### config.mk
export PLATFORM = sky130hd
export DESIGN_NAME = mba_arbiter
export DESIGN_NICKNAME = d
export VERILOG_FILES = /design/src/rtl/mba_pkg.sv /design/src/rtl/mba_arbiter.sv
export VERILOG_INCLUDE_DIRS = /design/src /design/src/rtl
export SDC_FILE = /design/constraint.sdc
export NUM_CORES = 1
export LEC_CHECK = 0
export BUFFER_PORTS_ARGS = -buffer_cell sky130_fd_sc_hd__buf_4
export CAP_MARGIN = 5
export CORE_MARGIN = 2
export CORE_UTILIZATION = 45
export DETAILED_ROUTE_END_ITERATION = 16
export PLACE_DENSITY = 0.73
export SLEW_MARGIN = 20
export SYNTH_ARGS = -nofsm -noshare
export SYNTH_HDL_FRONTEND = slang
export SYNTH_SLANG_ARGS = --single-unit
### constraint.sdc
create_clock -name SYS_CLK -period 5.8 [get_ports SYS_CLK]
set_clock_uncertainty 0.1 [all_clocks]
set_input_delay 0 -clock SYS_CLK [delete_from_list [all_inputs] [get_ports SYS_CLK]]
set_output_delay 0 -clock SYS_CLK [all_outputs]
set_load 0.01 [all_outputs]
### src/rtl/mba_defs.svh
// register offsets, field positions, reset values and timing counts
// for the memory bus access arbiter; included by the arbiter only
`ifndef MBA_DEFS_SVH
`define MBA_DEFS_SVH
// ==========================================
// register byte offsets
`define MBA_OFS_CTRL    8'h00
`define MBA_OFS_ADDR    8'h04
`define MBA_OFS_STATUS  8'h08
`define MBA_OFS_BUSYMAP 8'h0c
`define MBA_OFS_CONFIG  8'h10
`define MBA_OFS_IDENT   8'h14
// ==========================================
// control register fields
`define MBA_CTRL_MOD_LSB 0
`define MBA_CTRL_CMD_LSB 8
`define MBA_CTRL_GO_BIT  31
// ==========================================
// status register fields
`define MBA_ST_BUSY   0
`define MBA_ST_DONE   1
`define MBA_ST_BROKEN 2
`define MBA_ST_CFGERR 3
`define MBA_ST_REJECT 4
`define MBA_ST_OWN    5
// ==========================================
// module numbering and timing
`define MBA_IO_FIRST   5'h18
`define MBA_IO_BIT     24
`define MBA_CARDS      16
`define MBA_HIST_CYC   2
`define MBA_BUS_CLKS   2
`define MBA_RST_ADDR   27'h0
`endif

### src/rtl/mba_pkg.sv
// types shared by the memory bus access arbiter
// assumes nothing beyond a SystemVerilog compiler
package mba_pkg;
    // ==========================================
    // bus commands
    typedef enum logic [1:0] {
        MBA_CMD_RD_BLOCK,
        MBA_CMD_WR_BLOCK,
        MBA_CMD_IO_RD,
        MBA_CMD_IO_WR
    } mba_cmd_t;
    // ==========================================
    // requestor sequencing
    typedef enum logic [1:0] {
        MBA_ST_IDLE,
        MBA_ST_WAIT,
        MBA_ST_ARB,
        MBA_ST_OWN
    } mba_state_t;
endpackage : mba_pkg

### src/rtl/mba_arbiter.sv
// requestor-side access arbiter for the shared memory backplane bus
// assumes all pins synchronous to SYS_CLK, a classic wishbone master,
// and peers that keep their own arbitration wire and busy lines
// ==========================================
//
// Decided for this implementation: the register addresses and the Wishbone interface to the registers.
`include "mba_defs.svh"
`timescale 1ns/1ps
`default_nettype none

module mba_arbiter #(
    parameter int ID_W  = 3,
    parameter int ARB_N = 8
) (
    input  wire  logic             SYS_CLK,
    input  wire  logic             NRST,
    input  wire  logic             CE,
    input  wire  logic             CYC_I,
    input  wire  logic             STB_I,
    input  wire  logic             WE_I,
    input  wire  logic [7:0]       ADR_I,
    input  wire  logic [3:0]       SEL_I,
    input  wire  logic [31:0]      DAT_I,
    output logic       [31:0]      DAT_O,
    output logic                   ACK_O,
    input  wire  logic [3:0]       CARD_TYPE_ONEHOT,
    input  wire  logic [3:0]       ONLINE_CARD_COUNT,
    input  wire  logic [15:0]      CARD_BUSY_LINES,
    input  wire  logic [1:0]       IO_CONC_BUSY_N,
    input  wire  logic [4:0]       REMOTE_SELECT_IN,
    input  wire  logic [ARB_N-1:0] ARB_REQUEST_IN,
    input  wire  logic             BUS_PHASE_LEVEL,
    input  wire  logic             BUS_VALID_IN,
    input  wire  logic [4:0]       BUS_MODSEL_IN,
    input  wire  logic [ID_W-1:0]  BUS_ID_IN,
    input  wire  logic [ID_W-1:0]  JUMPER_ID,
    output logic       [ARB_N-1:0] ARB_REQUEST_OUT,
    output logic       [4:0]       LOCAL_SELECT_COPY,
    output logic                   BUS_DRIVE,
    output logic       [26:0]      BUS_ADDR_OUT,
    output logic       [1:0]       BUS_CMD_OUT,
    output logic       [ID_W-1:0]  BUS_ID_OUT,
    output logic                   BROKEN,
    output logic                   CFG_ERR
);

    // ==========================================
    // elaboration checks
    if (ARB_N != (1 << ID_W)) begin : g_bad_width
        $error("ARB_N must equal 2**ID_W");
    end
    if (ARB_N > 32) begin : g_bad_count
        $error("ARB_N above 32 not served");
    end

    // ==========================================
    // declarations
    mba_pkg::mba_state_t state;
    mba_pkg::mba_cmd_t   cmd;
    logic [4:0]          target;
    logic [26:0]         addr;
    logic                phase_q;
    logic                ph_end;
    logic [24:0]         hist [`MBA_HIST_CYC];
    logic [24:0]         sel_now;
    logic [24:0]         hist_busy;
    logic [24:0]         busy_vec;
    logic                target_ok;
    logic                io_tgt;
    logic                higher_req;
    logic [ARB_N-1:0]    arb_q;
    logic                arb_q_valid;
    logic [ID_W-1:0]     expect_id;
    logic                done;
    logic                reject;
    logic                go;
    logic                go_ok;
    logic                wr_ctrl;
    logic                wr_addr;
    logic                wr_stat;
    logic [31:0]         wmask;
    logic [31:0]         rdata;
    logic                bus_req;
    logic [2:0]          n4way;
    logic                has2;
    logic                has1;
    logic [4:0]          card_total;
    logic [1:0]          size_code;
    logic [4:0]          next_target;
    mba_pkg::mba_cmd_t   next_cmd;

    // ==========================================
    // phase level and bus cycle boundary
    always_ff @(posedge SYS_CLK or negedge NRST) begin
        if (!NRST) begin
            phase_q <= 1'b0;
        end else if (CE) begin
            phase_q <= BUS_PHASE_LEVEL;
        end
    end

    // the registered level marks the second clock of each bus cycle
    assign ph_end = phase_q;

    // ==========================================
    // selected module history
    function automatic logic [24:0] mod_bit(input logic [4:0] m);
        logic [24:0] v;
        v = 25'h0;
        if (m >= `MBA_IO_FIRST) begin
            v[`MBA_IO_BIT] = 1'b1;
        end else begin
            v[m] = 1'b1;
        end
        return v;
    endfunction : mod_bit

    always_comb begin
        sel_now = 25'h0;
        if (BUS_VALID_IN) begin
            sel_now = mod_bit(BUS_MODSEL_IN);
        end
        if (REMOTE_SELECT_IN != 5'h0) begin
            sel_now = sel_now | mod_bit(REMOTE_SELECT_IN);
        end
    end

    // one entry per remembered bus cycle
    genvar gi;
    generate
        for (gi = 0; gi < `MBA_HIST_CYC; gi++) begin : g_hist
            always_ff @(posedge SYS_CLK or negedge NRST) begin
                if (!NRST) begin
                    hist[gi] <= 25'h0;
                end else if (CE && ph_end) begin
                    if (gi == 0) begin
                        hist[gi] <= sel_now;
                    end else begin
                        hist[gi] <= hist[(gi == 0) ? 0 : gi - 1];
                    end
                end
            end
        end
    endgenerate

    always_comb begin
        hist_busy = 25'h0;
        for (int i = 0; i < `MBA_HIST_CYC; i++) begin
            hist_busy = hist_busy | hist[i];
        end
    end

    always_comb begin
        busy_vec = hist_busy;
        busy_vec[`MBA_CARDS-1:0] = hist_busy[`MBA_CARDS-1:0]
                                 | CARD_BUSY_LINES;
        // only both concentrators busy blocks io traffic
        busy_vec[`MBA_IO_BIT] = hist_busy[`MBA_IO_BIT]
                              | ~(|IO_CONC_BUSY_N);
    end

    assign io_tgt    = (target >= `MBA_IO_FIRST);
    assign target_ok = !busy_vec[io_tgt ? 5'(`MBA_IO_BIT) : target];

    // ==========================================
    // arbitration
    always_comb begin
        higher_req = 1'b0;
        for (int i = 0; i < ARB_N; i++) begin
            if (i > int'(JUMPER_ID) && ARB_REQUEST_IN[i]) begin
                higher_req = 1'b1;
            end
        end
    end

    always_comb begin
        expect_id = '0;
        for (int i = 0; i < ARB_N; i++) begin
            if (arb_q[i]) begin
                expect_id = ID_W'(i);
            end
        end
    end

    // wires are sampled on the second clock of the cycle so that
    // far-cabinet signals have a full clock to cross the backplane
    always_ff @(posedge SYS_CLK or negedge NRST) begin
        if (!NRST) begin
            arb_q       <= '0;
            arb_q_valid <= 1'b0;
        end else if (CE && ph_end) begin
            arb_q       <= ARB_REQUEST_IN;
            arb_q_valid <= |ARB_REQUEST_IN;
        end
    end

    // ==========================================
    // register bus decode
    assign bus_req = CYC_I && STB_I && !ACK_O;
    // a write lands at the edge at which the master samples ack high
    assign wr_ctrl = CYC_I && STB_I && ACK_O && WE_I && ADR_I == `MBA_OFS_CTRL;
    assign wr_addr = CYC_I && STB_I && ACK_O && WE_I && ADR_I == `MBA_OFS_ADDR;
    assign wr_stat = CYC_I && STB_I && ACK_O && WE_I && ADR_I == `MBA_OFS_STATUS;
    assign wmask   = {{8{SEL_I[3]}}, {8{SEL_I[2]}},
                      {8{SEL_I[1]}}, {8{SEL_I[0]}}};
    assign go      = wr_ctrl && SEL_I[3] && DAT_I[`MBA_CTRL_GO_BIT];

    // the go check must see the target and command written with it
    always_comb begin
        next_target = target;
        next_cmd    = cmd;
        if (SEL_I[0]) begin
            next_target = DAT_I[`MBA_CTRL_MOD_LSB +: 5];
        end
        if (SEL_I[1]) begin
            next_cmd = mba_pkg::mba_cmd_t'(DAT_I[`MBA_CTRL_CMD_LSB +: 2]);
        end
    end

    // io targets take only io commands and memory targets only block
    // commands; modules 16..23 do not exist on this bus
    always_comb begin
        go_ok = 1'b1;
        if (next_target >= `MBA_IO_FIRST) begin
            go_ok = (next_cmd == mba_pkg::MBA_CMD_IO_RD)
                 || (next_cmd == mba_pkg::MBA_CMD_IO_WR);
        end else if (next_target >= 5'(`MBA_CARDS)) begin
            go_ok = 1'b0;
        end else begin
            go_ok = (next_cmd == mba_pkg::MBA_CMD_RD_BLOCK)
                 || (next_cmd == mba_pkg::MBA_CMD_WR_BLOCK);
        end
    end

    // ==========================================
    // request parameters
    always_ff @(posedge SYS_CLK or negedge NRST) begin
        if (!NRST) begin
            target <= 5'h0;
            cmd    <= mba_pkg::MBA_CMD_RD_BLOCK;
        end else if (CE && wr_ctrl && state == mba_pkg::MBA_ST_IDLE) begin
            target <= next_target;
            cmd    <= next_cmd;
        end
    end

    // address field also selects the io information kind
    always_ff @(posedge SYS_CLK or negedge NRST) begin
        if (!NRST) begin
            addr <= `MBA_RST_ADDR;
        end else if (CE && wr_addr && state == mba_pkg::MBA_ST_IDLE) begin
            addr <= (addr & ~wmask[26:0]) | (DAT_I[26:0] & wmask[26:0]);
        end
    end

    // ==========================================
    // requestor sequencing
    always_ff @(posedge SYS_CLK or negedge NRST) begin
        if (!NRST) begin
            state <= mba_pkg::MBA_ST_IDLE;
        end else if (CE) begin
            case (state)
                mba_pkg::MBA_ST_IDLE: begin
                    if (go && go_ok) begin
                        state <= mba_pkg::MBA_ST_WAIT;
                    end
                end
                mba_pkg::MBA_ST_WAIT: begin
                    if (ph_end && target_ok) begin
                        state <= mba_pkg::MBA_ST_ARB;
                    end
                end
                mba_pkg::MBA_ST_ARB: begin
                    if (!target_ok) begin
                        state <= mba_pkg::MBA_ST_WAIT;
                    end else if (ph_end && !higher_req) begin
                        state <= mba_pkg::MBA_ST_OWN;
                    end
                end
                mba_pkg::MBA_ST_OWN: begin
                    if (ph_end) begin
                        state <= mba_pkg::MBA_ST_IDLE;
                    end
                end
                default: begin
                    state <= mba_pkg::MBA_ST_IDLE;
                end
            endcase
        end
    end

    // only our jumper wire is ever driven; dropped once we own the bus
    always_ff @(posedge SYS_CLK or negedge NRST) begin
        if (!NRST) begin
            ARB_REQUEST_OUT <= '0;
        end else if (CE) begin
            ARB_REQUEST_OUT <= '0;
            if ((state == mba_pkg::MBA_ST_WAIT && ph_end && target_ok)
                || (state == mba_pkg::MBA_ST_ARB && target_ok
                    && !(ph_end && !higher_req))) begin
                ARB_REQUEST_OUT[JUMPER_ID] <= 1'b1;
            end
        end
    end

    // ==========================================
    // backplane drive while owning the bus
    always_ff @(posedge SYS_CLK or negedge NRST) begin
        if (!NRST) begin
            BUS_DRIVE         <= 1'b0;
            BUS_ADDR_OUT      <= `MBA_RST_ADDR;
            BUS_CMD_OUT       <= 2'h0;
            BUS_ID_OUT        <= '0;
            LOCAL_SELECT_COPY <= 5'h0;
        end else if (CE) begin
            if (state == mba_pkg::MBA_ST_ARB && target_ok
                && ph_end && !higher_req) begin
                BUS_DRIVE         <= 1'b1;
                BUS_ADDR_OUT      <= addr;
                BUS_CMD_OUT       <= cmd;
                BUS_ID_OUT        <= JUMPER_ID;
                LOCAL_SELECT_COPY <= target;
            end else if (state == mba_pkg::MBA_ST_OWN && ph_end) begin
                BUS_DRIVE         <= 1'b0;
                LOCAL_SELECT_COPY <= 5'h0;
            end
        end
    end

    // ==========================================
    // sticky flags; a hardware set wins over a software clear
    always_ff @(posedge SYS_CLK or negedge NRST) begin
        if (!NRST) begin
            BROKEN <= 1'b0;
        end else if (CE) begin
            if (ph_end && BUS_VALID_IN && arb_q_valid
                && BUS_ID_IN != expect_id) begin
                BROKEN <= 1'b1;
            end else if (wr_stat && SEL_I[0]
                         && DAT_I[`MBA_ST_BROKEN]) begin
                BROKEN <= 1'b0;
            end
        end
    end

    always_ff @(posedge SYS_CLK or negedge NRST) begin
        if (!NRST) begin
            done <= 1'b0;
        end else if (CE) begin
            if (state == mba_pkg::MBA_ST_OWN && ph_end) begin
                done <= 1'b1;
            end else if (wr_stat && SEL_I[0] && DAT_I[`MBA_ST_DONE]) begin
                done <= 1'b0;
            end
        end
    end

    always_ff @(posedge SYS_CLK or negedge NRST) begin
        if (!NRST) begin
            reject <= 1'b0;
        end else if (CE) begin
            if (go && (!go_ok || state != mba_pkg::MBA_ST_IDLE)) begin
                reject <= 1'b1;
            end else if (wr_stat && SEL_I[0] && DAT_I[`MBA_ST_REJECT]) begin
                reject <= 1'b0;
            end
        end
    end

    // ==========================================
    // configuration decode
    // a zero count stands for sixteen cards, the field being four bits
    assign card_total = (ONLINE_CARD_COUNT == 4'h0) ? 5'h10
                      : {1'b0, ONLINE_CARD_COUNT};
    assign n4way      = card_total[4:2];
    assign has2       = card_total[1];
    assign has1       = card_total[0];

    // a single type present is what the cards report; any other pattern gives code 0
    always_comb begin
        size_code = 2'h0;
        case (CARD_TYPE_ONEHOT)
            4'h8:    size_code = 2'h3;
            4'h4:    size_code = 2'h2;
            4'h2:    size_code = 2'h1;
            default: size_code = 2'h0;
        endcase
    end

    always_ff @(posedge SYS_CLK or negedge NRST) begin
        if (!NRST) begin
            CFG_ERR <= 1'b0;
        end else if (CE) begin
            CFG_ERR <= !$onehot(CARD_TYPE_ONEHOT);
        end
    end

    // ==========================================
    // read mux; unmapped offsets read zero
    always_comb begin
        rdata = 32'h0;
        case (ADR_I)
            `MBA_OFS_CTRL: begin
                rdata[`MBA_CTRL_MOD_LSB +: 5] = target;
                rdata[`MBA_CTRL_CMD_LSB +: 2] = cmd;
            end
            `MBA_OFS_ADDR: begin
                rdata[26:0] = addr;
            end
            `MBA_OFS_STATUS: begin
                rdata[`MBA_ST_BUSY]   = state != mba_pkg::MBA_ST_IDLE;
                rdata[`MBA_ST_DONE]   = done;
                rdata[`MBA_ST_BROKEN] = BROKEN;
                rdata[`MBA_ST_CFGERR] = CFG_ERR;
                rdata[`MBA_ST_REJECT] = reject;
                rdata[`MBA_ST_OWN]    = state == mba_pkg::MBA_ST_OWN;
            end
            `MBA_OFS_BUSYMAP: begin
                rdata[24:0] = busy_vec;
            end
            `MBA_OFS_CONFIG: begin
                rdata[3:0]   = CARD_TYPE_ONEHOT;
                rdata[5:4]   = size_code;
                rdata[10:8]  = n4way;
                rdata[12]    = has2;
                rdata[13]    = has1;
                rdata[20:16] = card_total;
            end
            `MBA_OFS_IDENT: begin
                rdata[ID_W-1:0] = JUMPER_ID;
            end
            default: begin
                rdata = 32'h0;
            end
        endcase
    end

    // every access, mapped or not, is acked one clock after the strobe
    always_ff @(posedge SYS_CLK or negedge NRST) begin
        if (!NRST) begin
            ACK_O <= 1'b0;
            DAT_O <= 32'h0;
        end else if (CE) begin
            ACK_O <= bus_req;
            if (bus_req && !WE_I) begin
                DAT_O <= rdata;
            end
        end
    end

endmodule : mba_arbiter

`default_nettype wire

======== Yosys cells after proc, flatten, opt, wreduce, memory -nomap -nowiden ========
Cells that the tools add are included.
word-level totals
  register bits ........................... 174
  bits of input ports ..................... 102
  output and inout port bits .............. 81
operators by class
  add/subtract/negate cells ............... 3
  $lt $le $gt $ge ......................... 19
  eq/ne operators ......................... 20
  muxes and demuxes ....................... 66
  bitwise logic cells ..................... 9
  reduce and logical (&&, ||, !) cells .... 73
operator list
  cell                                                                                  count
  24-bit two-way mux                                                                    3
  27-bit AND                                                                            2
  25-bit two-way mux                                                                    2
  25-bit bitwise OR                                                                     2
  1-bit logical AND                                                                     43
  27-bit NOT                                                                            1
  27-bit bitwise OR                                                                     1
  5-bit greater-or-equal comparator (second input constant)                             5
  1-bit two-way mux                                                                     25
  5-bit two-way mux                                                                     5
  5-bit by 6-bit less-than comparator with 1-bit output (second input constant)         3
  3-bit two-way mux                                                                     6
  3-bit case mux with 6 select lines                                                    1
  8-bit by 4-bit equality test with 1-bit output (second input constant)                2
  8-bit by 5-bit equality test with 1-bit output (second input constant)                2
  16-bit bitwise OR                                                                     1
  2-bit case mux with 4 select lines                                                    2
  5-bit case mux with 3 select lines                                                    1
  2-bit two-way mux                                                                     7
  3-bit > comparator (first input constant)                                             4
  2-bit case mux with 3 select lines                                                    2
  2-bit AND reduction                                                                   6
  1-bit demux with 5-bit select                                                         2
  5-bit by 1-bit greater-or-equal comparator with 1-bit output (second input constant)  2
  38 further kinds                                                                      60

======== Longest topological paths before layout ========
Gate-level depths: netlist of run 1.
  depth in word-level cells ............... 15
  depth in mapped cells ................... 10
  gate-level depth less buffers ........... 7

======== Least setup slack after synthesis of run 1 ========
OpenSTA, ideal clock, no wires.
  kind .................................... register to register
  start point ............................. reg hist[13] (netlist name)
  end point ............................... reg BUS_ADDR_OUT[25]
  arrival ................................. 2.533 ns
  slack ................................... 3.040 ns
  stages on the path, launching flop included .. 9
  path buffers ............................ 2
  cells stage by stage .................... dfrtp_1 -> or3_1 -> mux4_2 -> a311oi_1 -> a32oi_1 -> nor4_2 -> buf_4 -> buf_6 -> mux2_1
between the ends
  longest elaborated chain between the ends .. 9
RTL lines
  element                                    line                source
  start: declaration                         mba_arbiter.sv:64   logic [24:0] hist [`MBA_HIST_CYC];
  start signal: indexed assignment           mba_arbiter.sv:137  hist[gi] <= sel_now;
  start signal: indexed assignment           mba_arbiter.sv:139  hist[gi] <= hist[(gi == 0) ? 0 : gi - 1];
  25-bit bitwise OR                          mba_arbiter.sv:149  hist_busy = hist_busy | hist[i];
  16-bit bitwise OR                          mba_arbiter.sv:155  busy_vec[`MBA_CARDS-1:0] = hist_busy[`MBA_CARDS-1:0]
  1-bit binary-select mux with 5-bit select  mba_arbiter.sv:163  assign target_ok = !busy_vec[io_tgt ? 5'(`MBA_IO_BIT) : target];
  1-bit two-way mux                          mba_arbiter.sv:163
  1-bit zero test                            mba_arbiter.sv:163
  1-bit logical AND                          mba_arbiter.sv:316  if (state == mba_pkg::MBA_ST_ARB && target_ok
  1-bit logical AND (2 in series)            mba_arbiter.sv:317  && ph_end && !higher_req) begin
  2-bit AND reduction (no source line)       --
  end signal: assignment                     mba_arbiter.sv:311  BUS_ADDR_OUT <= `MBA_RST_ADDR;
  end signal: assignment                     mba_arbiter.sv:319  BUS_ADDR_OUT <= addr;
  end: declaration                           mba_arbiter.sv:40   output logic [26:0] BUS_ADDR_OUT,
No other way between the ends. The select of a mux whose other input is x is not followed.
A chain may end at the register's enable or synchronous reset.

==> results of run 1 <==
## cells in the mapped netlist, drive strengths merged, types with 2 or more instances
cell | instances | area (sq um)
a22oi | 7 | 52.55
or3 | 15 | 93.84
ha | 4 | 50.05
o21ai | 35 | 175.2
or2 | 3 | 18.77
nor2 | 76 | 285.3
nor2b | 5 | 31.28
nand4 | 2 | 12.51
a32oi | 9 | 78.83
a21oi | 14 | 70.07
and3b | 6 | 52.55
a2bb2oi | 2 | 17.52
clkbuf | 30 | 113.9
inv | 21 | 78.83
o21bai | 2 | 15.01
buf | 15 | 96.34
nand2 | 170 | 638.1
dfrtp | 173 | 4329
mux2i | 20 | 200.2
and2 | 3 | 18.77
nand3 | 8 | 40.04
o21a | 2 | 15.01
xnor2 | 3 | 26.28
o31ai | 3 | 22.52
o32ai | 5 | 43.79
nor4 | 5 | 37.53
mux2 | 67 | 754.5
o211ai | 6 | 45.04
a31oi | 10 | 62.56
mux4 | 7 | 157.7
a221oi | 20 | 175.2
nand2b | 7 | 43.79
nor3 | 18 | 90.09
a21o | 2 | 15.01
nor3b | 8 | 60.06
## cells in the final DEF, fill, tap and decap left out, drive strengths merged, types with 21 or more instances in the layout
cell type | netlist | routed
dfrtp | 173 | 173
buf | 15 | 179
dlygate4sd3 | 0 | 84
nor2 | 76 | 76
nand2 | 170 | 170
mux2 | 67 | 67
o21ai | 35 | 35
inv | 21 | 21
## cell type report
type                    instances  area (sq um)  area share, %
repair buffers                263          2208          19.87
inverters                      21         78.83         0.7092
well taps                     229         286.5          2.578
clock buffers                  20         456.7          4.109
clock inverters                10         188.9          1.700
flip-flops and latches        173          4329          38.95
multi-input cells             563          3566          32.08
## worst max-delay path: cells and delay by family, from the launching register on
| kind | cells | cell delay (ns) |
|---|---|---|
| compound gates | 3 | 0.83 |
| simple gates | 1 | 0.59 |
| buf+inv | 2 | 0.71 |
| mux | 2 | 0.80 |
| flops | 1 | 0.45 |
## power groups by stage
stage	Sequential [mW]	Combinational [mW]	Clock, mW
5_1_grt	1.40	0.551	1.33
3_5_place_dp	1.40	0.440	0
2_1_floorplan	1.39	0.240	0
6_report	1.38	0.496	1.26
4_1_cts	1.38	0.489	1.27
3_3_place_gp	1.40	0.434	0
## routing by layer
metal	global-route usage, %	share of wire [%]
met5	0	0
met4	6.767	2.0
met3	4.834	5.9
met2	39.53	48
met1	33.73	44
## path summary, 6_finish.rpt
check                                          start                           end  slack, ns  depth (start not counted)
worst min register to register  hist[15]$_DFFE_PN0P_          hist[15]$_DFFE_PN0P_       0.37                          2
worst max register to register             flip-flop  BUS_ADDR_OUT[10]$_DFFE_PN0P_       2.16                          8
worst max-delay path                       flip-flop  BUS_ADDR_OUT[10]$_DFFE_PN0P_       2.16                          8
min in group SYS_CLK             REMOTE_SELECT_IN[4]          hist[30]$_DFFE_PN0P_       0.02                          4
max in group asynchronous                       NRST          hist[40]$_DFFE_PN0P_       4.00                          4
worst min-delay path                            NRST     BUS_ID_OUT[1]$_DFFE_PN0P_       0.02                          2
## what timing repair did
| action | CTS | global route |
|---|---|---|
| hold endpoints to repair | 197 | 0 |
| hold buffers | 84 | 0 |
| endpoints found under the setup margin | 0 | 0 |
| gates resized for setup | 0 | 0 |
## through the flow
step	power, mW	instances	area, sq um	utilization [%]	setup slack, ns
final	3.136	1279	11110	62.30	2.157
after global routing	3.273	1279	11110	62.30	1.834
after CTS	3.141	1278	11090	62.14	2.174
after detailed placement	1.842	1164	9600	53.81	2.171
after global placement	1.830	1164	9600	53.81	2.249
after floorplan	1.635	802	8168	-	3.040
## kinds of logic (layout without fill, tap and decap cells)
logic type,count (synthesis),count (layout)
other,1,5
flip-flops,173,173
AND/OR/NAND/NOR,329,329
buffers and inverters,66,314
AO/OA/AOI/OAI,126,126
adder cells (fa/ha/maj),5,5
XOR/XNOR,4,4
multiplexers,94,94
==> results.py, run 1 <==
metrics = {
    "floorplanning": {
        "die_w_um": 138.6,
        "pin_count": 183,
        "die_h_um": 138.6,
        "die_area_sq_um": 19210,
        "start_util_pct": 45.70,
        "core_area_sq_um": 17840,
        "num_rows": 49,
    },
    "logic_synthesis": {
        "synth.yosys.seq_area_share_pct": 53.10,
        "synth_warnings": 0,
        "synth_flop_cell": "dfrtp_1",
        "synthDistinctLibCells": 56,
        "synth_top_family_by_area": "simple AND/OR/NAND/NOR gates",
        "synth-simple-area-share_pct": 17.73,
        "synth-seq-cells": 173,
        "synth_compound_area_share_pct": 10.65,
        "syn_inst": 798,
        "synthXorXnorAreaFrac_pct": 0.4297,
        "async_reset_ff_share_pct": 100.0,
        "synth.area.mux_share_pct": 13.64,
        "syn-cell-area_sq_um": 8153,
        "synth_edf_count": 0,
        "synth_fa_ha_area_share_pct": 0.8594,
        "avgSynthCellArea_sq_um": 10.22,
    },
    "cts": {
        "clk_pin_slew_ns": 0.06,
        "cts_setup_buffers": 0,
        "h-tree-depth": 4,
        "insertion_delay_ns": 0.43,
        "cts.sinks": 173,
        "cts_root_buf": "clkbuf_16",
        "cts.path.max_buffers": 2,
        "numCtsBuffers": 17,
        "cts_tree": "built",
    },
    "power_and_ir_drop": {
        "combPwrFrac_pct": 15.8,
        "p_leak_nw": 5.401,
        "clkPwrFrac_pct": 40.1,
        "ir_drop_mv": 0.2216,
        "seq_power_share_pct": 44.1,
        "p_sw_mw": 0.8095,
        "switching_share_pct": 25.82,
        "pwr_density_cell_nw_per_um2": 282.1,
        "intPower_mw": 2.326,
    },
    "drt": {
        "routed_wirelength_mm": 23.04,
        "wl_per_cell_um": 18.01,
        "ant_nets": 0,
        "via_per_inst": 5.432,
        "vias": 6948,
        "drt_iter0_markers": 524,
        "drc_errors": 0,
        "dr.pass1.iters": 8,
    },
    "critical_path": {
        "path_cells": "inv_1 -> a21oi_1 -> mux4_2 -> a311oi_1 -> a32oi_1 -> nor4_4 -> buf_4 -> mux2_2",
        "crit_arrival_ns": 3.85,
        "end_kind": "flip-flop",
        "critPathKind": "reg -> reg",
        "crit_fanout": 31,
        "cp-start-kind": "flip-flop",
        "crit_slowest_cell": "nor4_4",
        "critical_path.max_stage_delay_ns": 0.59,
        "worstPathRequired_ns": 6.01,
    },
    "final_layout": {
        "areaGrowthSynthToFinish_pct": 36.33,
        "fill_cells": 1430,
        "layout-drive-gt1-share_pct": 26.19,
        "final_nets": 1146,
        "num_antenna_cells": 0,
    },
    "grt": {
        "grt_pass1_vias": 6855,
        "grt_max_degree": 108,
        "grt_pass1_wl_mm": 36.87,
        "grt_use_total_pct": 24.37,
        "grt_overflow_total": 0,
        "antenna_found_initial": 0,
    },
    "status": {
        "status": "complete, no violations",
    },
    "place": {
        "hpwl_mm": 15.80,
        "gp_congestion": 0.8783,
        "io_buffers": 173,
    },
    "sta": {
        "min_period_ns": 3.643,
        "fmax_mhz": 274.5,
        "timing.final.max_slew_violations": 0,
        "setup_viol": 0,
        "rsz0062_at_grt": "no",
        "fin_crit_sh_pct": 62.81,
        "hold_ws_ns": 0.01804,
        "maxSlewHeadroom_pct": 30.78,
        "worst_slew_pin_slew_ns": 1.029,
        "setup-tns-final_ns": 0,
        "hold_viol": 0,
    },
    "job": {
        "max-cap-violations": 0,
    },
    "hold_path": {
        "hold_path_class": "in -> async",
    },
}
(Power assumes the default switching activity.)
==> run 2: changes to the inputs <==
==> constraint.sdc (replaced) <==
create_clock -name SYS_CLK -period 3.6 [get_ports SYS_CLK]
set_clock_uncertainty 0.1 [all_clocks]
set_input_delay 0 -clock SYS_CLK [delete_from_list [all_inputs] [get_ports SYS_CLK]]
set_output_delay 0 -clock SYS_CLK [all_outputs]
set_load 0.01 [all_outputs]
==> run 2 against run 1 <==
Against the previous run:
- setup slack lost 1.6 ns
- total power grew 56%
- via count grew 1.1%
- critical path type unchanged
- highest routed layer unchanged
==> results.py, run 2 (synthesized netlist as in run 1, its figures left out) <==
metrics = {
    "hold_path": {
        "min_from": "ADR_I[2]",
        "min_path_cells": 4,
        "hold_path_class": "in -> reg",
    },
    "final_layout": {
        "utilization_pct": 62.40,
        "num_antenna_cells": 0,
        "layout.cells.non_filler": 1290,
        "layout-drive-gt1-share_pct": 26.67,
        "most-common-layout-cells": "buf_4, dfrtp_1, nand2_1",
        "final_nets": 1155,
        "final_common_cell": "buf_4",
        "stdcell_area_sq_um": 11130,
        "areaGrowthSynthToFinish_pct": 36.54,
    },
    "critical_path": {
        "cp_num_cells": 7,
        "reg2reg_from": "hist[34]$_DFFE_PN0P_",
        "critPathKind": "reg -> reg",
        "worstPathRequired_ns": 3.82,
        "ff2ff_path_depth": 7,
        "crit_family": "multiplexers",
        "crit_start": "hist[34]$_DFFE_PN0P_",
        "end_kind": "flip-flop",
        "crit_fanout": 31,
        "cp-start-kind": "flip-flop",
        "crit_arrival_ns": 3.25,
        "crit_slowest_cell": "mux4_2",
        "critPathBufInv": 1,
        "path_cells": "or3_1 -> mux4_2 -> a311oi_1 -> a32oi_1 -> nor4_4 -> buf_12 -> mux2_2",
        "critical_path.max_stage_delay_ns": 0.48,
    },
    "drt": {
        "vias": 7021,
        "ant_nets": 0,
        "via_per_inst": 5.443,
        "dr.pass1.iters": 6,
        "drc_errors": 0,
        "drt_iter0_markers": 567,
        "routed_wirelength_mm": 23.41,
        "wl_per_cell_um": 18.14,
    },
    "grt": {
        "grt_pass1_wl_mm": 37.77,
        "antenna_found_initial": 0,
        "grt_pass1_vias": 6935,
        "grt_max_degree": 98,
        "grt_use_total_pct": 24.87,
        "grt_overflow_total": 0,
    },
    "sta": {
        "setup-tns-final_ns": 0,
        "timing.final.max_slew_violations": 0,
        "hold_viol": 0,
        "fin_crit_sh_pct": 84.15,
        "setup_viol": 0,
        "rsz0062_at_grt": "no",
        "maxSlewHeadroom_pct": 37.92,
        "worst_slew_pin_slew_ns": 0.9261,
        "min_period_ns": 3.029,
        "fmax_mhz": 330.1,
        "hold_ws_ns": 0.01132,
        "setup_slack_ns": 0.5707,
    },
    "power_and_ir_drop": {
        "totalPowerFinal_mw": 4.880,
        "ir_drop_mv": 0.3673,
        "p_leak_nw": 5.419,
        "pwr_density_cell_nw_per_um2": 438.4,
    },
    "cts": {
        "numCtsBuffers": 17,
        "clk_pin_slew_ns": 0.07,
        "cts.path.max_buffers": 2,
        "h-tree-depth": 4,
        "cts.sinks": 173,
        "cts_tree": "built",
        "cts_root_buf": "clkbuf_16",
        "insertion_delay_ns": 0.44,
    },
    "floorplanning": {
        "start_util_pct": 45.70,
        "pin_count": 183,
        "die_area_sq_um": 19210,
        "die_w_um": 138.6,
        "core_area_sq_um": 17840,
        "num_rows": 49,
        "die_h_um": 138.6,
    },
    "place": {
        "io_buffers": 173,
        "postPlaceCellArea_sq_um": 9658,
        "gp_congestion": 0.8709,
        "hpwl_mm": 16.37,
        "dp.cells": 1170,
        "pre_cts_slack_ns": 0.5839,
    },
    "status": {
        "status": "complete, no violations",
    },
    "job": {
        "max-cap-violations": 0,
    },
}
==> run 2: routing by layer <==
layer	vias to the layer above	GRT usage [%]	routed length (um)
met5	-	0	0
met4	0	6.928	353
met3	25	5.076	1529
met2	285	40.54	11320
met1	3415	34.16	10200
li1	3296	-	-
==> run 2: repair_timing <==
| action | 4_1_cts | 5_1_grt |
|---|---|---|
| buffers inserted | 0 | 0 |
| hold endpoints to repair | 185 | 0 |
| resized for setup | 0 | 0 |
| hold buffers | 88 | 0 |
==> run 2: layout make-up <==
cell class | count | area (sq um)
clock inverter | 14 | 153.9
multi-input combinational | 563 | 3566
timing repair buffer | 272 | 2278
tap | 229 | 286.5
clock buffer | 18 | 439.2
inverter | 21 | 78.83
sequential | 173 | 4329
fill | 1437 | 6709
==> run 2: worst paths after layout <==
kind	end	slack, ns
min	DAT_O[10]$_DFFE_PN0P_	0.01
max	BUS_ADDR_OUT[13]$_DFFE_PN0P_	0.57
min reg2reg	hist[11]$_DFFE_PN0P_	0.37
max reg2reg	BUS_ADDR_OUT[13]$_DFFE_PN0P_	0.57
min in group asynchronous	BUS_ID_OUT[2]$_DFFE_PN0P_	0.14
max in group asynchronous	asynchronous set/reset pin	2.22
==> run 2: power by group <==
group          internal (mW)  switching (mW)
logic                  0.385           0.430
clock network          0.999           0.839
registers               2.10           0.123
total                   3.49            1.39
==> run 2: worst reg2reg max path, stage by stage, from the launching register on <==
cell and delay (ns):
dfrtp_1 0.39, or3_1 0.41, mux4_2 0.48, a311oi_1 0.27
a32oi_1 0.19, nor4_4 0.41, buf_12 0.27, mux2_2 0.40
==> run 3: changes to the inputs <==
==> constraint.sdc (replaced) <==
create_clock -name SYS_CLK -period 3.1 [get_ports SYS_CLK]
set_clock_uncertainty 0.1 [all_clocks]
set_input_delay 0 -clock SYS_CLK [delete_from_list [all_inputs] [get_ports SYS_CLK]]
set_output_delay 0 -clock SYS_CLK [all_outputs]
set_load 0.01 [all_outputs]
==> run 3 against run 2 <==
Against the previous run:
- combinational power is 14% higher
- worst hold slack better by 0.010 ns
- total power is 16% higher
- utilization decreased by 0.42 points
- clock power grew 15%
- sequential power rose by 16%
- largest cell class unchanged
- largest power group unchanged
==> results.py, run 3 (synthesized netlist as in run 1, its figures left out) <==
metrics = {
    "cts": {
        "clk_pin_slew_ns": 0.08,
        "numCtsBuffers": 17,
        "cts_resized": 0,
        "cts_root_buf": "clkbuf_16",
        "cts.sinks": 173,
        "h-tree-depth": 4,
        "cts_tree": "built",
        "insertion_delay_ns": 0.43,
        "cts.path.max_buffers": 2,
    },
    "floorplanning": {
        "die_w_um": 138.6,
        "num_rows": 49,
        "pin_count": 183,
        "die_area_sq_um": 19210,
        "core_area_sq_um": 17840,
        "die_h_um": 138.6,
        "start_util_pct": 45.70,
    },
    "hold_path": {
        "hold_path_class": "in -> reg",
        "min_path_cells": 4,
        "whs_endpoint": "DAT_O[20]$_DFFE_PN0P_",
        "min_from": "ADR_I[2]",
    },
    "drt": {
        "ant_nets": 0,
        "via_per_inst": 5.422,
        "vias": 6956,
        "dr.pass1.iters": 5,
        "drc_errors": 0,
        "routed_wirelength_mm": 23.15,
        "drt_iter0_markers": 649,
        "wl_per_cell_um": 18.05,
    },
    "critical_path": {
        "crit_arrival_ns": 3.10,
        "ff2ff_path_depth": 7,
        "crit_family": "multiplexers",
        "critical_path.max_stage_delay_ns": 0.48,
        "critPathKind": "reg -> reg",
        "reg2reg_from": "hist[38]$_DFFE_PN0P_",
        "critPathBufInv": 1,
        "crit_slowest_cell": "mux4_2",
        "r2r_slack_ns": 0.20,
        "end_kind": "flip-flop",
        "reg2reg_to": "BUS_ADDR_OUT[14]$_DFFE_PN0P_",
        "path_cells": "or3_1 -> mux4_2 -> a311oi_1 -> a32oi_1 -> nor4_4 -> buf_12 -> mux2_2",
        "crit_fanout": 30,
        "worstPathRequired_ns": 3.31,
        "cp-start-kind": "flip-flop",
    },
    "place": {
        "hpwl_mm": 16.42,
        "io_buffers": 173,
        "gp_congestion": 0.8694,
    },
    "final_layout": {
        "final_common_cell": "buf_4",
        "ff_latch_area_sq_um": 4329,
        "multi_input_area_sq_um": 3566,
        "areaGrowthSynthToFinish_pct": 35.62,
        "final_nets": 1148,
        "most-common-layout-cells": "buf_4, dfrtp_1, nand2_1",
        "fill_cells": 1435,
        "layout-drive-gt1-share_pct": 27.13,
        "num_antenna_cells": 0,
    },
    "power_and_ir_drop": {
        "p_leak_nw": 5.394,
        "totalPowerFinal_mw": 5.640,
        "ir_drop_mv": 0.4131,
        "pwr_density_cell_nw_per_um2": 510.1,
    },
    "sta": {
        "setup_viol": 0,
        "rsz0062_at_grt": "no",
        "hold_ws_ns": 0.02127,
        "hold_viol": 0,
        "setup-tns-final_ns": 0,
        "min_period_ns": 2.896,
        "maxSlewHeadroom_pct": 38.44,
        "fmax_mhz": 345.3,
        "timing.final.max_slew_violations": 0,
        "fin_crit_sh_pct": 93.42,
        "worst_slew_pin_slew_ns": 0.9202,
    },
    "grt": {
        "antenna_found_initial": 0,
        "grt_max_degree": 76,
        "grt_pass1_wl_mm": 36.86,
        "grt_use_total_pct": 24.25,
        "grt_overflow_total": 0,
        "grt_pass1_vias": 6830,
    },
    "status": {
        "status": "complete, no violations",
    },
    "job": {
        "max-cap-violations": 0,
    },
}
run 3: power breakdown:
| group | internal (mW) | leakage, nW | switching, mW | total [mW] |
|---|---|---|---|---|
| clock network | 1.16 | 0.287 | 0.959 | 2.12 |
| registers | 2.44 | 2.30 | 0.148 | 2.59 |
| logic | 0.440 | 2.81 | 0.493 | 0.932 |
run 3: layer usage:
metal,vias up,GRT usage (%),part of all wire (%)
met2,253,39.89,49
met1,3389,33.75,45
li1,3291,-,-
met5,-,0,0
met3,23,4.489,5.6
met4,0,5.639,1.2
run 3: final cells by class:
cell class / count / area share [%]
Clock buffer: 18 / 3.972
Multi-Input combinational cell: 563 / 32.25
Clock inverter: 14 / 1.301
Sequential cell: 173 / 39.15
Timing Repair Buffer: 265 / 20.02
Inverter: 21 / 0.7129
Tap cell: 229 / 2.591
run 3: through the flow:
| stage | util, % | instance area (sq um) | std cells | setup WS, ns |
|---|---|---|---|---|
| 2_1_floorplan | - | 8168 | 802 | 0.3400 |
| 6_report | 61.97 | 11060 | 1283 | 0.2041 |
| 5_1_grt | 61.97 | 11060 | 1283 | 0.09130 |
| 3_5_place_dp | 54.33 | 9693 | 1173 | 0.1124 |
| 3_3_place_gp | 54.33 | 9693 | 1173 | 0.1636 |
| 4_1_cts | 61.97 | 11060 | 1283 | 0.09194 |
run 3: timing repair:
action,CTS,global route
hold endpoints to repair,163,0
endpoints found under the setup margin,0,10
hold buffers,78,0
setup buffers,0,0
run 3: how the worst max path moves through the flow:
stage	slack [ns]	to	start	cells after the start
after floorplan	0.34	BUS_ADDR_OUT[25]$_DFFE_PN0P_	hist[13]$_DFFE_PN0P_	8
after global placement	0.16	BUS_ADDR_OUT[6]$_DFFE_PN0P_	hist[13]$_DFFE_PN0P_	7
after detailed placement	0.11	BUS_ADDR_OUT[14]$_DFFE_PN0P_	hist[38]$_DFFE_PN0P_	7
after CTS	0.09	BUS_ADDR_OUT[14]$_DFFE_PN0P_	hist[38]$_DFFE_PN0P_	7
after global routing	0.09	BUS_ADDR_OUT[14]$_DFFE_PN0P_	hist[38]$_DFFE_PN0P_	7
final	0.20	BUS_ADDR_OUT[14]$_DFFE_PN0P_	hist[38]$_DFFE_PN0P_	7
run 3: worst reg2reg max path: stages, from the launching register on:
cell	delay [ns]
dfrtp_1	0.40
or3_1	0.38
mux4_2	0.48
a311oi_1	0.27
a32oi_1	0.20
nor4_4	0.28
buf_12	0.26
mux2_2	0.40
